**src/inc/fault_seq_pkg.sv**
```systemverilog
package fault_seq_pkg;

  // Clock rate and timing figures
  localparam int unsigned CLK_HZ = 10_000_000;
  localparam int unsigned FAST_TIME_MS = 2;
  localparam int unsigned SLOW_TIME_MS = 50;
  localparam int unsigned FAULT_WAIT_MS = 1000;
  localparam int unsigned LIGHT_TIME_MS = 200;
  localparam int unsigned WAKEUP_TIME_US = 150;
  localparam int unsigned BOOT_TIME_US = 100;
  localparam int unsigned FAST_CYCLES = FAST_TIME_MS * (CLK_HZ / 1000);
  localparam int unsigned SLOW_CYCLES = SLOW_TIME_MS * (CLK_HZ / 1000);
  localparam int unsigned FAULT_WAIT_CYCLES =
    FAULT_WAIT_MS * (CLK_HZ / 1000);
  localparam int unsigned LIGHT_CYCLES = LIGHT_TIME_MS * (CLK_HZ / 1000);
  localparam int unsigned WAKEUP_CYCLES =
    WAKEUP_TIME_US * (CLK_HZ / 1_000_000);
  localparam int unsigned BOOT_CYCLES = BOOT_TIME_US * (CLK_HZ / 1_000_000);

  localparam int TIMER_W = 24;

  // Peak current qualification
  localparam logic [3:0] PEAK_IGNORE_CYCLES = 4'hF;
  localparam logic [2:0] PEAK_TRIP_COUNT = 3'h4;

  // Register map
  localparam int ADDR_W = 4;
  localparam logic [ADDR_W-1:0] CONTROL_OFFSET = 4'h0;
  localparam logic [ADDR_W-1:0] STATUS_OFFSET = 4'h4;
  localparam logic [ADDR_W-1:0] FAULT_CAUSE_OFFSET = 4'h8;

  // CONTROL fields
  localparam int CTRL_RESTART_EN_BIT = 0;
  localparam int CTRL_BURST_LSB = 8;
  localparam int CTRL_BURST_MSB = 11;
  localparam logic CTRL_RESTART_EN_RESET = 1'b1;
  localparam logic [3:0] CTRL_BURST_RESET = 4'h4;

  // STATUS fields
  localparam int STAT_STATE_LSB = 0;
  localparam int STAT_STATE_MSB = 2;
  localparam int STAT_SS_DONE_BIT = 3;
  localparam int STAT_BURST_OFF_BIT = 4;
  localparam int STAT_HIGH_GATE_BIT = 5;
  localparam int STAT_LS_BIT = 6;

  // FAULT_CAUSE fields, write one to clear
  localparam int FAULT_CAUSE_W = 8;
  localparam int FC_PEAK_BIT = 0;
  localparam int FC_FAST_BIT = 1;
  localparam int FC_SLOW_BIT = 2;
  localparam int FC_OVP_BIT = 3;
  localparam int FC_OTP_BIT = 4;
  localparam int FC_BULK_BIT = 5;
  localparam int FC_LIGHT_BIT = 6;
  localparam int FC_GATE_SUPPLY_BIT = 7;

  typedef enum logic [2:0] {
    ST_STARTUP = 3'h0,
    ST_SOURCE_ON = 3'h1,
    ST_SOURCE_OFF = 3'h2,
    ST_WAKEUP = 3'h3,
    ST_CHARGE_BOOT = 3'h4,
    ST_RUN = 3'h5,
    ST_LIGHT_LOAD = 3'h6,
    ST_FAULT = 3'h7
  } state_e;

  // Comparator and flag inputs, all asynchronous to clk
  typedef struct packed {
    logic peak_current_cmp;
    logic avg_current_fast_cmp;
    logic avg_current_slow_cmp;
    logic output_overvoltage_fault;
    logic over_temp;
    logic bootstrap_rail_uvlo;
    logic regulated_gate_supply_uvlo;
    logic supply_start_level;
    logic supply_restart_low;
    logic bulk_start;
    logic bulk_stop;
    logic bulk_overvoltage;
    logic feedback_copy_below_pin;
    logic demand_below_burst_level;
    logic capacitive_region_flag;
    logic resonant_cap_at_common_mode;
  } sense_s;

  typedef struct packed {
    logic high_side_gate_out;
    logic low_side_gate_out;
    logic startup_source_on;
    logic regulated_gate_supply_en;
    logic wavegen_en;
    logic softstart_en;
    logic analog_supply_level_sel;
    logic burst_level_sel;
    logic softstart_burst_pin_pulldown;
  } drive_s;

endpackage : fault_seq_pkg

```
**src/resonant_converter_fault_sequencer.sv**
```systemverilog
`timescale 1ns/1ps
// How it works
// Count peak trips, stop stage past limit
// Fast average current high 2 ms: shut down
// Slow average current high 50 ms: shut down
// Bootstrap undervoltage holds high-side gate off
// Gate supply undervoltage forces both gates off
// Over-temperature while switching stops all switching
// Over-temperature during start-up turns source off
// Effort is larger of demand and burst level
// Demand below burst level: N cycles, stop
// Demand above burst level: switch continuously
// Before soft start done, skip burst compare
// Last burst pulse ends at common-mode crossing
// Supply above start level: source off, supply on
// Low-side gate high for boot charge interval
// Soft start begins right after boot charge
// Soft start done when feedback copy below pin
// After soft start, select analog supply, burst threshold
// Capacitive region flag enables pin pull-down
// Any fault stops, pauses, then restarts automatically
// Peak fault after four consecutive tripped cycles
// Ignore peak comparator first 15 start-up cycles
// Fault state waits 1 s, outputs disabled
// Light load below threshold 200 ms: fault
// Average current timers clear when comparator drops
module resonant_converter_fault_sequencer #(
  parameter int unsigned FAST_CYCLES = fault_seq_pkg::FAST_CYCLES,
  parameter int unsigned SLOW_CYCLES = fault_seq_pkg::SLOW_CYCLES,
  parameter int unsigned FAULT_WAIT_CYCLES = fault_seq_pkg::FAULT_WAIT_CYCLES,
  parameter int unsigned LIGHT_CYCLES = fault_seq_pkg::LIGHT_CYCLES
) (
  input wire logic clk,
  input wire logic reset_n,
  input wire fault_seq_pkg::sense_s sense_async,
  input wire logic cycle_strobe,
  input wire logic high_side_request,
  input wire logic ls_request,
  input wire logic [fault_seq_pkg::ADDR_W-1:0] reg_addr,
  input wire logic [31:0] reg_wdata,
  input wire logic reg_write,
  input wire logic reg_read,
  output fault_seq_pkg::drive_s drive_reg,
  output logic softstart_done_reg,
  output logic [31:0] reg_rdata_reg
);

  localparam int TW = fault_seq_pkg::TIMER_W;

  fault_seq_pkg::sense_s sense_meta_reg;
  fault_seq_pkg::sense_s sense_reg;
  fault_seq_pkg::state_e state_reg;
  fault_seq_pkg::state_e state_next;
  fault_seq_pkg::drive_s drive_next;

  logic [TW-1:0] state_timer_reg;
  logic [TW-1:0] fast_timer_reg;
  logic [TW-1:0] slow_timer_reg;
  logic [TW-1:0] light_timer_reg;
  logic [3:0] peak_ignore_reg;
  logic [2:0] peak_trip_reg;
  logic [3:0] burst_cnt_reg;
  logic burst_off_reg;
  logic restart_en_reg;
  logic [3:0] burst_cycles_reg;
  logic [fault_seq_pkg::FAULT_CAUSE_W-1:0] fault_cause_reg;
  logic [fault_seq_pkg::FAULT_CAUSE_W-1:0] fault_event;

  logic running;
  logic switching;
  logic peak_fault;
  logic fast_fault;
  logic slow_fault;
  logic light_fault;
  logic any_run_fault;
  logic below_burst;

  function automatic logic is_run_state(input fault_seq_pkg::state_e s);
    return (s == fault_seq_pkg::ST_RUN) || (s == fault_seq_pkg::ST_LIGHT_LOAD);
  endfunction : is_run_state

  function automatic logic addr_hit(
    input logic [fault_seq_pkg::ADDR_W-1:0] a,
    input logic [fault_seq_pkg::ADDR_W-1:0] offset
  );
    return a == offset;
  endfunction : addr_hit

  // Two-stage synchroniser; only sense_reg is read by logic
  always_ff @(posedge clk) begin
    if (!reset_n) begin
      sense_meta_reg <= '0;
      sense_reg <= '0;
    end else begin
      sense_meta_reg <= sense_async;
      sense_reg <= sense_meta_reg;
    end
  end

  assign running = is_run_state(state_reg);
  assign switching = running && !burst_off_reg;
  assign below_burst = sense_reg.demand_below_burst_level
    && softstart_done_reg;

  assign peak_fault = peak_trip_reg == fault_seq_pkg::PEAK_TRIP_COUNT;
  assign fast_fault = fast_timer_reg == TW'(FAST_CYCLES - 1);
  assign slow_fault = slow_timer_reg == TW'(SLOW_CYCLES - 1);
  assign light_fault = light_timer_reg == TW'(LIGHT_CYCLES - 1);

  always_comb begin
    fault_event = '0;
    if (running) begin
      fault_event[fault_seq_pkg::FC_PEAK_BIT] = peak_fault;
      fault_event[fault_seq_pkg::FC_FAST_BIT] = fast_fault;
      fault_event[fault_seq_pkg::FC_SLOW_BIT] = slow_fault;
      fault_event[fault_seq_pkg::FC_OVP_BIT] =
        sense_reg.output_overvoltage_fault;
      fault_event[fault_seq_pkg::FC_BULK_BIT] =
        sense_reg.bulk_overvoltage || sense_reg.bulk_stop;
      fault_event[fault_seq_pkg::FC_LIGHT_BIT] =
        (state_reg == fault_seq_pkg::ST_LIGHT_LOAD) && light_fault;
      fault_event[fault_seq_pkg::FC_GATE_SUPPLY_BIT] =
        sense_reg.regulated_gate_supply_uvlo;
    end
    // Over-temperature counts everywhere except the fault pause
    fault_event[fault_seq_pkg::FC_OTP_BIT] = sense_reg.over_temp
      && (state_reg != fault_seq_pkg::ST_FAULT);
  end

  assign any_run_fault = |fault_event;

  always_comb begin
    state_next = state_reg;
    unique case (state_reg)
      fault_seq_pkg::ST_STARTUP: begin
        state_next = fault_seq_pkg::ST_SOURCE_ON;
      end
      fault_seq_pkg::ST_SOURCE_ON: begin
        if (sense_reg.supply_start_level
            && !sense_reg.supply_restart_low) begin
          state_next = fault_seq_pkg::ST_SOURCE_OFF;
        end
      end
      fault_seq_pkg::ST_SOURCE_OFF: begin
        if (sense_reg.bulk_start && !sense_reg.bulk_stop
            && !sense_reg.bulk_overvoltage
            && !sense_reg.regulated_gate_supply_uvlo) begin
          state_next = fault_seq_pkg::ST_WAKEUP;
        end
      end
      fault_seq_pkg::ST_WAKEUP: begin
        if (state_timer_reg == TW'(fault_seq_pkg::WAKEUP_CYCLES - 1)) begin
          state_next = fault_seq_pkg::ST_CHARGE_BOOT;
        end
      end
      fault_seq_pkg::ST_CHARGE_BOOT: begin
        if (state_timer_reg == TW'(fault_seq_pkg::BOOT_CYCLES - 1)) begin
          state_next = fault_seq_pkg::ST_RUN;
        end
      end
      fault_seq_pkg::ST_RUN: begin
        if (below_burst) begin
          state_next = fault_seq_pkg::ST_LIGHT_LOAD;
        end
      end
      fault_seq_pkg::ST_LIGHT_LOAD: begin
        if (!below_burst) begin
          state_next = fault_seq_pkg::ST_RUN;
        end
      end
      fault_seq_pkg::ST_FAULT: begin
        if (restart_en_reg
            && state_timer_reg == TW'(FAULT_WAIT_CYCLES - 1)) begin
          state_next = fault_seq_pkg::ST_SOURCE_ON;
        end
      end
    endcase
    // Supply collapse sends any live state back to source-on
    if (state_reg != fault_seq_pkg::ST_STARTUP
        && state_reg != fault_seq_pkg::ST_SOURCE_ON
        && state_reg != fault_seq_pkg::ST_FAULT
        && sense_reg.supply_restart_low) begin
      state_next = fault_seq_pkg::ST_SOURCE_ON;
    end
    if (any_run_fault) begin
      state_next = fault_seq_pkg::ST_FAULT;
    end
  end

  always_ff @(posedge clk) begin
    if (!reset_n) begin
      state_reg <= fault_seq_pkg::ST_STARTUP;
    end else begin
      state_reg <= state_next;
    end
  end

  // Shared dwell timer for wake-up, boot charge and fault pause
  always_ff @(posedge clk) begin
    if (!reset_n) begin
      state_timer_reg <= '0;
    end else if (state_next != state_reg) begin
      state_timer_reg <= '0;
    end else if (state_timer_reg != '1) begin
      state_timer_reg <= state_timer_reg + 1'b1;
    end
  end

  // Average current qualification; any drop restarts the count
  always_ff @(posedge clk) begin
    if (!reset_n) begin
      fast_timer_reg <= '0;
      slow_timer_reg <= '0;
    end else begin
      if (!running || !sense_reg.avg_current_fast_cmp) begin
        fast_timer_reg <= '0;
      end else if (!fast_fault) begin
        fast_timer_reg <= fast_timer_reg + 1'b1;
      end
      if (!running || !sense_reg.avg_current_slow_cmp) begin
        slow_timer_reg <= '0;
      end else if (!slow_fault) begin
        slow_timer_reg <= slow_timer_reg + 1'b1;
      end
    end
  end

  always_ff @(posedge clk) begin
    if (!reset_n) begin
      light_timer_reg <= '0;
    end else if (state_reg != fault_seq_pkg::ST_LIGHT_LOAD) begin
      light_timer_reg <= '0;
    end else if (!light_fault) begin
      light_timer_reg <= light_timer_reg + 1'b1;
    end
  end

  // Peak trips sampled once per switching cycle
  always_ff @(posedge clk) begin
    if (!reset_n) begin
      peak_ignore_reg <= '0;
      peak_trip_reg <= '0;
    end else if (!running) begin
      peak_ignore_reg <= '0;
      peak_trip_reg <= '0;
    end else if (cycle_strobe) begin
      if (peak_ignore_reg != fault_seq_pkg::PEAK_IGNORE_CYCLES) begin
        peak_ignore_reg <= peak_ignore_reg + 1'b1;
      end else if (!sense_reg.peak_current_cmp) begin
        peak_trip_reg <= '0;
      end else if (!peak_fault) begin
        peak_trip_reg <= peak_trip_reg + 1'b1;
      end
    end
  end

  always_ff @(posedge clk) begin
    if (!reset_n) begin
      softstart_done_reg <= 1'b0;
    end else if (!running) begin
      softstart_done_reg <= 1'b0;
    end else if (sense_reg.feedback_copy_below_pin) begin
      softstart_done_reg <= 1'b1;
    end
  end

  // Burst: counted tail of pulses, last one closed at mid-rail
  always_ff @(posedge clk) begin
    if (!reset_n) begin
      burst_cnt_reg <= fault_seq_pkg::CTRL_BURST_RESET;
      burst_off_reg <= 1'b0;
    end else if (!running || !below_burst) begin
      burst_cnt_reg <= burst_cycles_reg;
      burst_off_reg <= 1'b0;
    end else if (!burst_off_reg) begin
      if (cycle_strobe && burst_cnt_reg != 4'h0) begin
        burst_cnt_reg <= burst_cnt_reg - 1'b1;
      end
      if (burst_cnt_reg == 4'h0
          && sense_reg.resonant_cap_at_common_mode) begin
        burst_off_reg <= 1'b1;
      end
    end
  end

  always_comb begin
    drive_next = '0;
    drive_next.startup_source_on =
      (state_reg == fault_seq_pkg::ST_STARTUP
       || state_reg == fault_seq_pkg::ST_SOURCE_ON)
      && !sense_reg.over_temp;
    drive_next.regulated_gate_supply_en =
      state_reg != fault_seq_pkg::ST_STARTUP
      && state_reg != fault_seq_pkg::ST_SOURCE_ON
      && state_reg != fault_seq_pkg::ST_FAULT;
    drive_next.wavegen_en = switching && !any_run_fault;
    drive_next.softstart_en = running;
    drive_next.analog_supply_level_sel = softstart_done_reg;
    drive_next.burst_level_sel = below_burst;
    drive_next.softstart_burst_pin_pulldown =
      running && sense_reg.capacitive_region_flag;
    drive_next.high_side_gate_out = drive_next.wavegen_en && high_side_request
      && !sense_reg.bootstrap_rail_uvlo
      && !sense_reg.regulated_gate_supply_uvlo;
    drive_next.low_side_gate_out =
      ((state_reg == fault_seq_pkg::ST_CHARGE_BOOT)
       || (drive_next.wavegen_en && ls_request))
      && !sense_reg.regulated_gate_supply_uvlo;
  end

  always_ff @(posedge clk) begin
    if (!reset_n) begin
      drive_reg <= '0;
    end else begin
      drive_reg <= drive_next;
    end
  end

  always_ff @(posedge clk) begin
    if (!reset_n) begin
      restart_en_reg <= fault_seq_pkg::CTRL_RESTART_EN_RESET;
      burst_cycles_reg <= fault_seq_pkg::CTRL_BURST_RESET;
    end else if (reg_write
                 && addr_hit(reg_addr, fault_seq_pkg::CONTROL_OFFSET)) begin
      restart_en_reg <= reg_wdata[fault_seq_pkg::CTRL_RESTART_EN_BIT];
      burst_cycles_reg <= reg_wdata[fault_seq_pkg::CTRL_BURST_MSB:
                                    fault_seq_pkg::CTRL_BURST_LSB];
    end
  end

  // Sticky causes; a new event beats a same-cycle clear
  always_ff @(posedge clk) begin
    if (!reset_n) begin
      fault_cause_reg <= '0;
    end else if (reg_write && addr_hit(reg_addr,
                 fault_seq_pkg::FAULT_CAUSE_OFFSET)) begin
      fault_cause_reg <= (fault_cause_reg
        & ~reg_wdata[fault_seq_pkg::FAULT_CAUSE_W-1:0]) | fault_event;
    end else begin
      fault_cause_reg <= fault_cause_reg | fault_event;
    end
  end

  always_ff @(posedge clk) begin
    if (!reset_n) begin
      reg_rdata_reg <= '0;
    end else if (!reg_read) begin
      reg_rdata_reg <= '0;
    end else if (addr_hit(reg_addr, fault_seq_pkg::CONTROL_OFFSET)) begin
      reg_rdata_reg <= '0;
      reg_rdata_reg[fault_seq_pkg::CTRL_RESTART_EN_BIT] <= restart_en_reg;
      reg_rdata_reg[fault_seq_pkg::CTRL_BURST_MSB:
                    fault_seq_pkg::CTRL_BURST_LSB] <= burst_cycles_reg;
    end else if (addr_hit(reg_addr, fault_seq_pkg::STATUS_OFFSET)) begin
      reg_rdata_reg <= '0;
      reg_rdata_reg[fault_seq_pkg::STAT_STATE_MSB:
                    fault_seq_pkg::STAT_STATE_LSB] <= state_reg;
      reg_rdata_reg[fault_seq_pkg::STAT_SS_DONE_BIT] <= softstart_done_reg;
      reg_rdata_reg[fault_seq_pkg::STAT_BURST_OFF_BIT] <= burst_off_reg;
      reg_rdata_reg[fault_seq_pkg::STAT_HIGH_GATE_BIT] <=
        drive_reg.high_side_gate_out;
      reg_rdata_reg[fault_seq_pkg::STAT_LS_BIT] <=
        drive_reg.low_side_gate_out;
    end else if (addr_hit(reg_addr, fault_seq_pkg::FAULT_CAUSE_OFFSET)) begin
      reg_rdata_reg <= {{(32 - fault_seq_pkg::FAULT_CAUSE_W){1'b0}},
                        fault_cause_reg};
    end else begin
      reg_rdata_reg <= '0;
    end
  end

endmodule : resonant_converter_fault_sequencer

```
**config.mk**
```make
export PLATFORM = sky130hd
export DESIGN_NAME = resonant_converter_fault_sequencer
export DESIGN_NICKNAME = d
export VERILOG_FILES = /design/src/inc/fault_seq_pkg.sv /design/src/resonant_converter_fault_sequencer.sv
export SDC_FILE = /design/constraint.sdc
export NUM_CORES = 1
export LEC_CHECK = 0
export BUFFER_PORTS_ARGS = -buffer_cell sky130_fd_sc_hd__buf_2
export CORE_AREA = 3 3 166 168
export DETAILED_ROUTE_END_ITERATION = 8
export DIE_AREA = 0 0 169 171
export PLACE_DENSITY = 0.52
export SKIP_LAST_GASP = 1
export SLEW_MARGIN = 25
export SYNTH_ARGS = -nofsm -noshare
export SYNTH_HDL_FRONTEND = slang
export SYNTH_SLANG_ARGS = --single-unit
```
**constraint.sdc**
```tcl
create_clock -name clk -period 2.8 [get_ports clk]
set_input_delay 0.14 -clock clk [delete_from_list [all_inputs] [get_ports clk]]
set_output_delay 0.14 -clock clk [all_outputs]
set_load 0.01 [all_outputs]
```
==> metrics.md <==
| Metric | Value |
|---|---|
| Share of cells above drive strength 1 | `around 16%` |
| Max_cap viols | `0` |
| Crit path required time | `between 3 and 4 ns` |
| Met2 WL | `8220 um` |
| Critical path, cell by cell | `ha_4 > nand4b_1 > or4_4 > or3_4 > a211o_4 > o31a_1 > o221ai_4 > buf_4 > nor3b_2` |
| Row count | `between 50 and 60` |
| Leading cell types in the layout, fill and taps excluded | `dfxtp_1 (176), nor2_1 (125), nand2_1 (73)` |
| DRC Markers | `0` |
| Finished Core Util | `36.3%` |
| Cell variety after synth | `57` |
| Mapped Area | `7790 sq um` |
| Crit. End Element | `flip-flop` |
| Static leakage | `3.45 nW` |
| Vias | `6012` |
| Final worst path period share | `98.3%` |
| Die width | `approximately 170 um` |
| Wirelength per Cell | `13.5 um` |
| Peak Freq | `around 360 MHz` |
| Largest net degree at the start of global routing | `26` |
| Number of global-route vias before repair | `approximately 5800` |
| Post-DRT Antenna Nets | `0` |
| Clk sinks | `178` |
| RSZ-0062 raised after global routing | `true` |
| Setup Skew | `around 0.013 ns` |
| DR iter-0 viols | `365` |
| Worst setup path class | `flip-flop to flip-flop` |
| Clock Path Buffers | `2` |
| Primary FF master, synth | `dfxtp_1` |
| Post-route setup slack | `0.0468 ns` |
| First-pass GRT wire length | `slightly below 30000 um` |
| Vias per Instance | `4.58` |
| Htree depth | `4` |
| Commonest non-fill, non-tap cell in the layout | `dfxtp_1` |
| Initial antenna violation count | `0` |
| Status | `finished clean` |
| Max Used Layer | `met4` |
| Hold Crit Class | `primary input to flip-flop` |
| Slowest CP cell | `or4_4` |
| Seq cells post-synth | `178` |
| Die area | `28900 sq um` |
| Drt total wl | `17800 um` |
| Top-level I/O count | `101` |
| Max rail drop VDD | `around 430 uV` |
| Arrival time at the worst endpoint | `3.08 ns` |
| Final Hold Viols | `0` |
| Seq/Total Area, Yosys | `45.8%` |
| Synth top area cells | `dfxtp_1 (46%), xor2_1 (6.2%), nor2_1 (6.0%), xnor2_1 (4.3%), and2_1 (3.6%)` |
| Syn_area_per_cell | `9.09 sq um` |
| Root buffer cell | `clkbuf_16` |
| Initial Util | `between 20 and 30%` |
| Crit path largest cell delay | `0.50 ns` |
| PD cells | `563 nW/um^2` |
| Metal-1 WL | `8640 um` |
| Crit-path max FO | `7` |
| Core Box Area | `26100 sq um` |
| Asr flop ratio synth | `0%` |
| Max-slew headroom | `41.7%` |
| Drt first pass iters | `5` |
| Post-synth EDFFs | `0` |
| Tightest Pin Transition | `slightly below 0.9 ns` |
| Synth top area share | `between 40% and 50%` |
| Max-slew violations | `0` |
| Antenna diodes | `0` |
| Post-DP HPWL | `~13000 um` |
| Final setup vio count | `0` |
| Gr usage total | `about an eighth` |
| Area added between synthesis and finish | `21.3%` |
| CTS tree | `done` |
| GP Congestion | `slightly below 0.8` |
| Final min period | `2.75 ns` |
| Post-Synthesis Cells | `between 800 and 900` |
| Total CTS buffers | `17` |
| Count of warnings emitted by yosys | `0` |
| Setup WS pre-CTS | `-0.0258 ns` |
| Met3 wire length | `661 um` |
| Number of nets in the layout | `roughly 1000` |
| I/O Buffers | `60` |
| DIE HEIGHT | `171 um` |
| Worst-Skew Late Latency | `0.44 ns` |
| Synth area leader | `dfxtp_1` |
| Setup crit start kind | `flip-flop` |
| GR Overflow Total | `0` |
| Clock Pin Slew Worst Setup and Hold Paths | `0.07 ns` |
-- area by class of cell --
type                            instances  area (sq um)
Tap cell                              335           419
Clock inverter                         15           183
Multi-Input combinational cell        637          4000
Sequential cell                       178          3570
Inverter                               13          48.8
Timing Repair Buffer                  118           806
Clock buffer                           17           425
Fill cell                            2655         16600
-- power by group --
group | leakage [nW] | internal [mW] | switching (mW)
clock network | 0.293 | 1.29 | 1.15
logic | 1.71 | 0.138 | 0.163
registers | 1.44 | 2.57 | 0.0186
-- metal layers --
layer | up-vias | track usage (%)
met4 | 0 | 4.34
met3 | 21 | 3.07
met2 | 93 | 19.8
met5 | - | 0
li1 | 3117 | -
met1 | 2781 | 16.5
-- synth_stat cells (2+ instances only) --
cell and number:
dfxtp_1 178, nor2_1 125, nand2_1 73, xor2_1 55, and2_1 45, xnor2_1 38
nand3_1 35, and3_1 24, clkbuf_1 22, nand4_1 22, buf_4 21, a21oi_1 20
nor3b_2 20, nor3_1 15, inv_1 13, o21ai_0 13, nor4_1 12, mux2i_1 11
or3_1 11, a22oi_1 10, ha_1 9, nor4b_1 9, and4_1 8, nor3b_1 8
a31oi_1 5, nand2b_1 5, or4_1 5, nand3b_1 4, a211oi_1 3, and3b_1 3
buf_2 3, o211ai_1 3, buf_8 2, nor2b_1 2, o22ai_1 2, or2_2 2
-- worst max-delay path: cells and delay by family, from the launching register on --
family | cells | cell delay (ns)
fa+ha+maj | 1 | 0.14
flops | 1 | 0.36
buf+inv | 1 | 0.22
simple gates | 4 | 0.99
compound gates | 3 | 0.93
-- stage by stage --
step / area [sq um] / hold WS (ns) / cells / TNS, ns / power [mW]
final: 9450 / 0.0321 / 1313 / 0 / 5.32
after global routing: 9450 / 0.0124 / 1313 / -0.754 / 5.53
after CTS: 9400 / 0.00684 / 1312 / 0 / 5.40
after detailed placement: 8530 / 0.349 / 1255 / -0.136 / 2.91
after global placement: 8530 / 0.348 / 1255 / 0 / 2.91
after floorplan: 7860 / 0.265 / 876 / 0 / 2.83
-- cells by family (layout without fill, tap and decap cells) --
kind of cell    count (synthesis)  in the layout  synth area share (%)
xor+xnor                       93             93                  10.5
simple gates                  436            436                  30.7
flops                         178            178                  45.8
fa+ha+maj                       9              9                  1.45
compound gates                 67             67                  5.75
buf+inv                        61            163                  4.29
mux                            12             12                  1.56
other cells                     1             20                0.0481
-- worst paths after layout --
check             slack (ns)  depth (start not counted)             endpoint               start
hold / removal          0.03                          4   fault_cause_reg[2]        reg_wdata[2]
hold reg to reg         0.43                          1        sense_reg[14]  sense_meta_reg[14]
setup reg to reg        0.05                          9  state_timer_reg[22]  state_timer_reg[0]
setup / recovery        0.05                          9  state_timer_reg[22]  state_timer_reg[0]
-- timing repair --
action | in CTS | in global routing
endpoints found under the hold margin | 25 | 0
resized for setup | 1 | 9
pin swaps | 1 | 7
hold buffers | 25 | 0
setup endpoints to repair | 11 | 24
setup buffers | 0 | 1
Note: power is estimated with default switching activity, not from simulation.
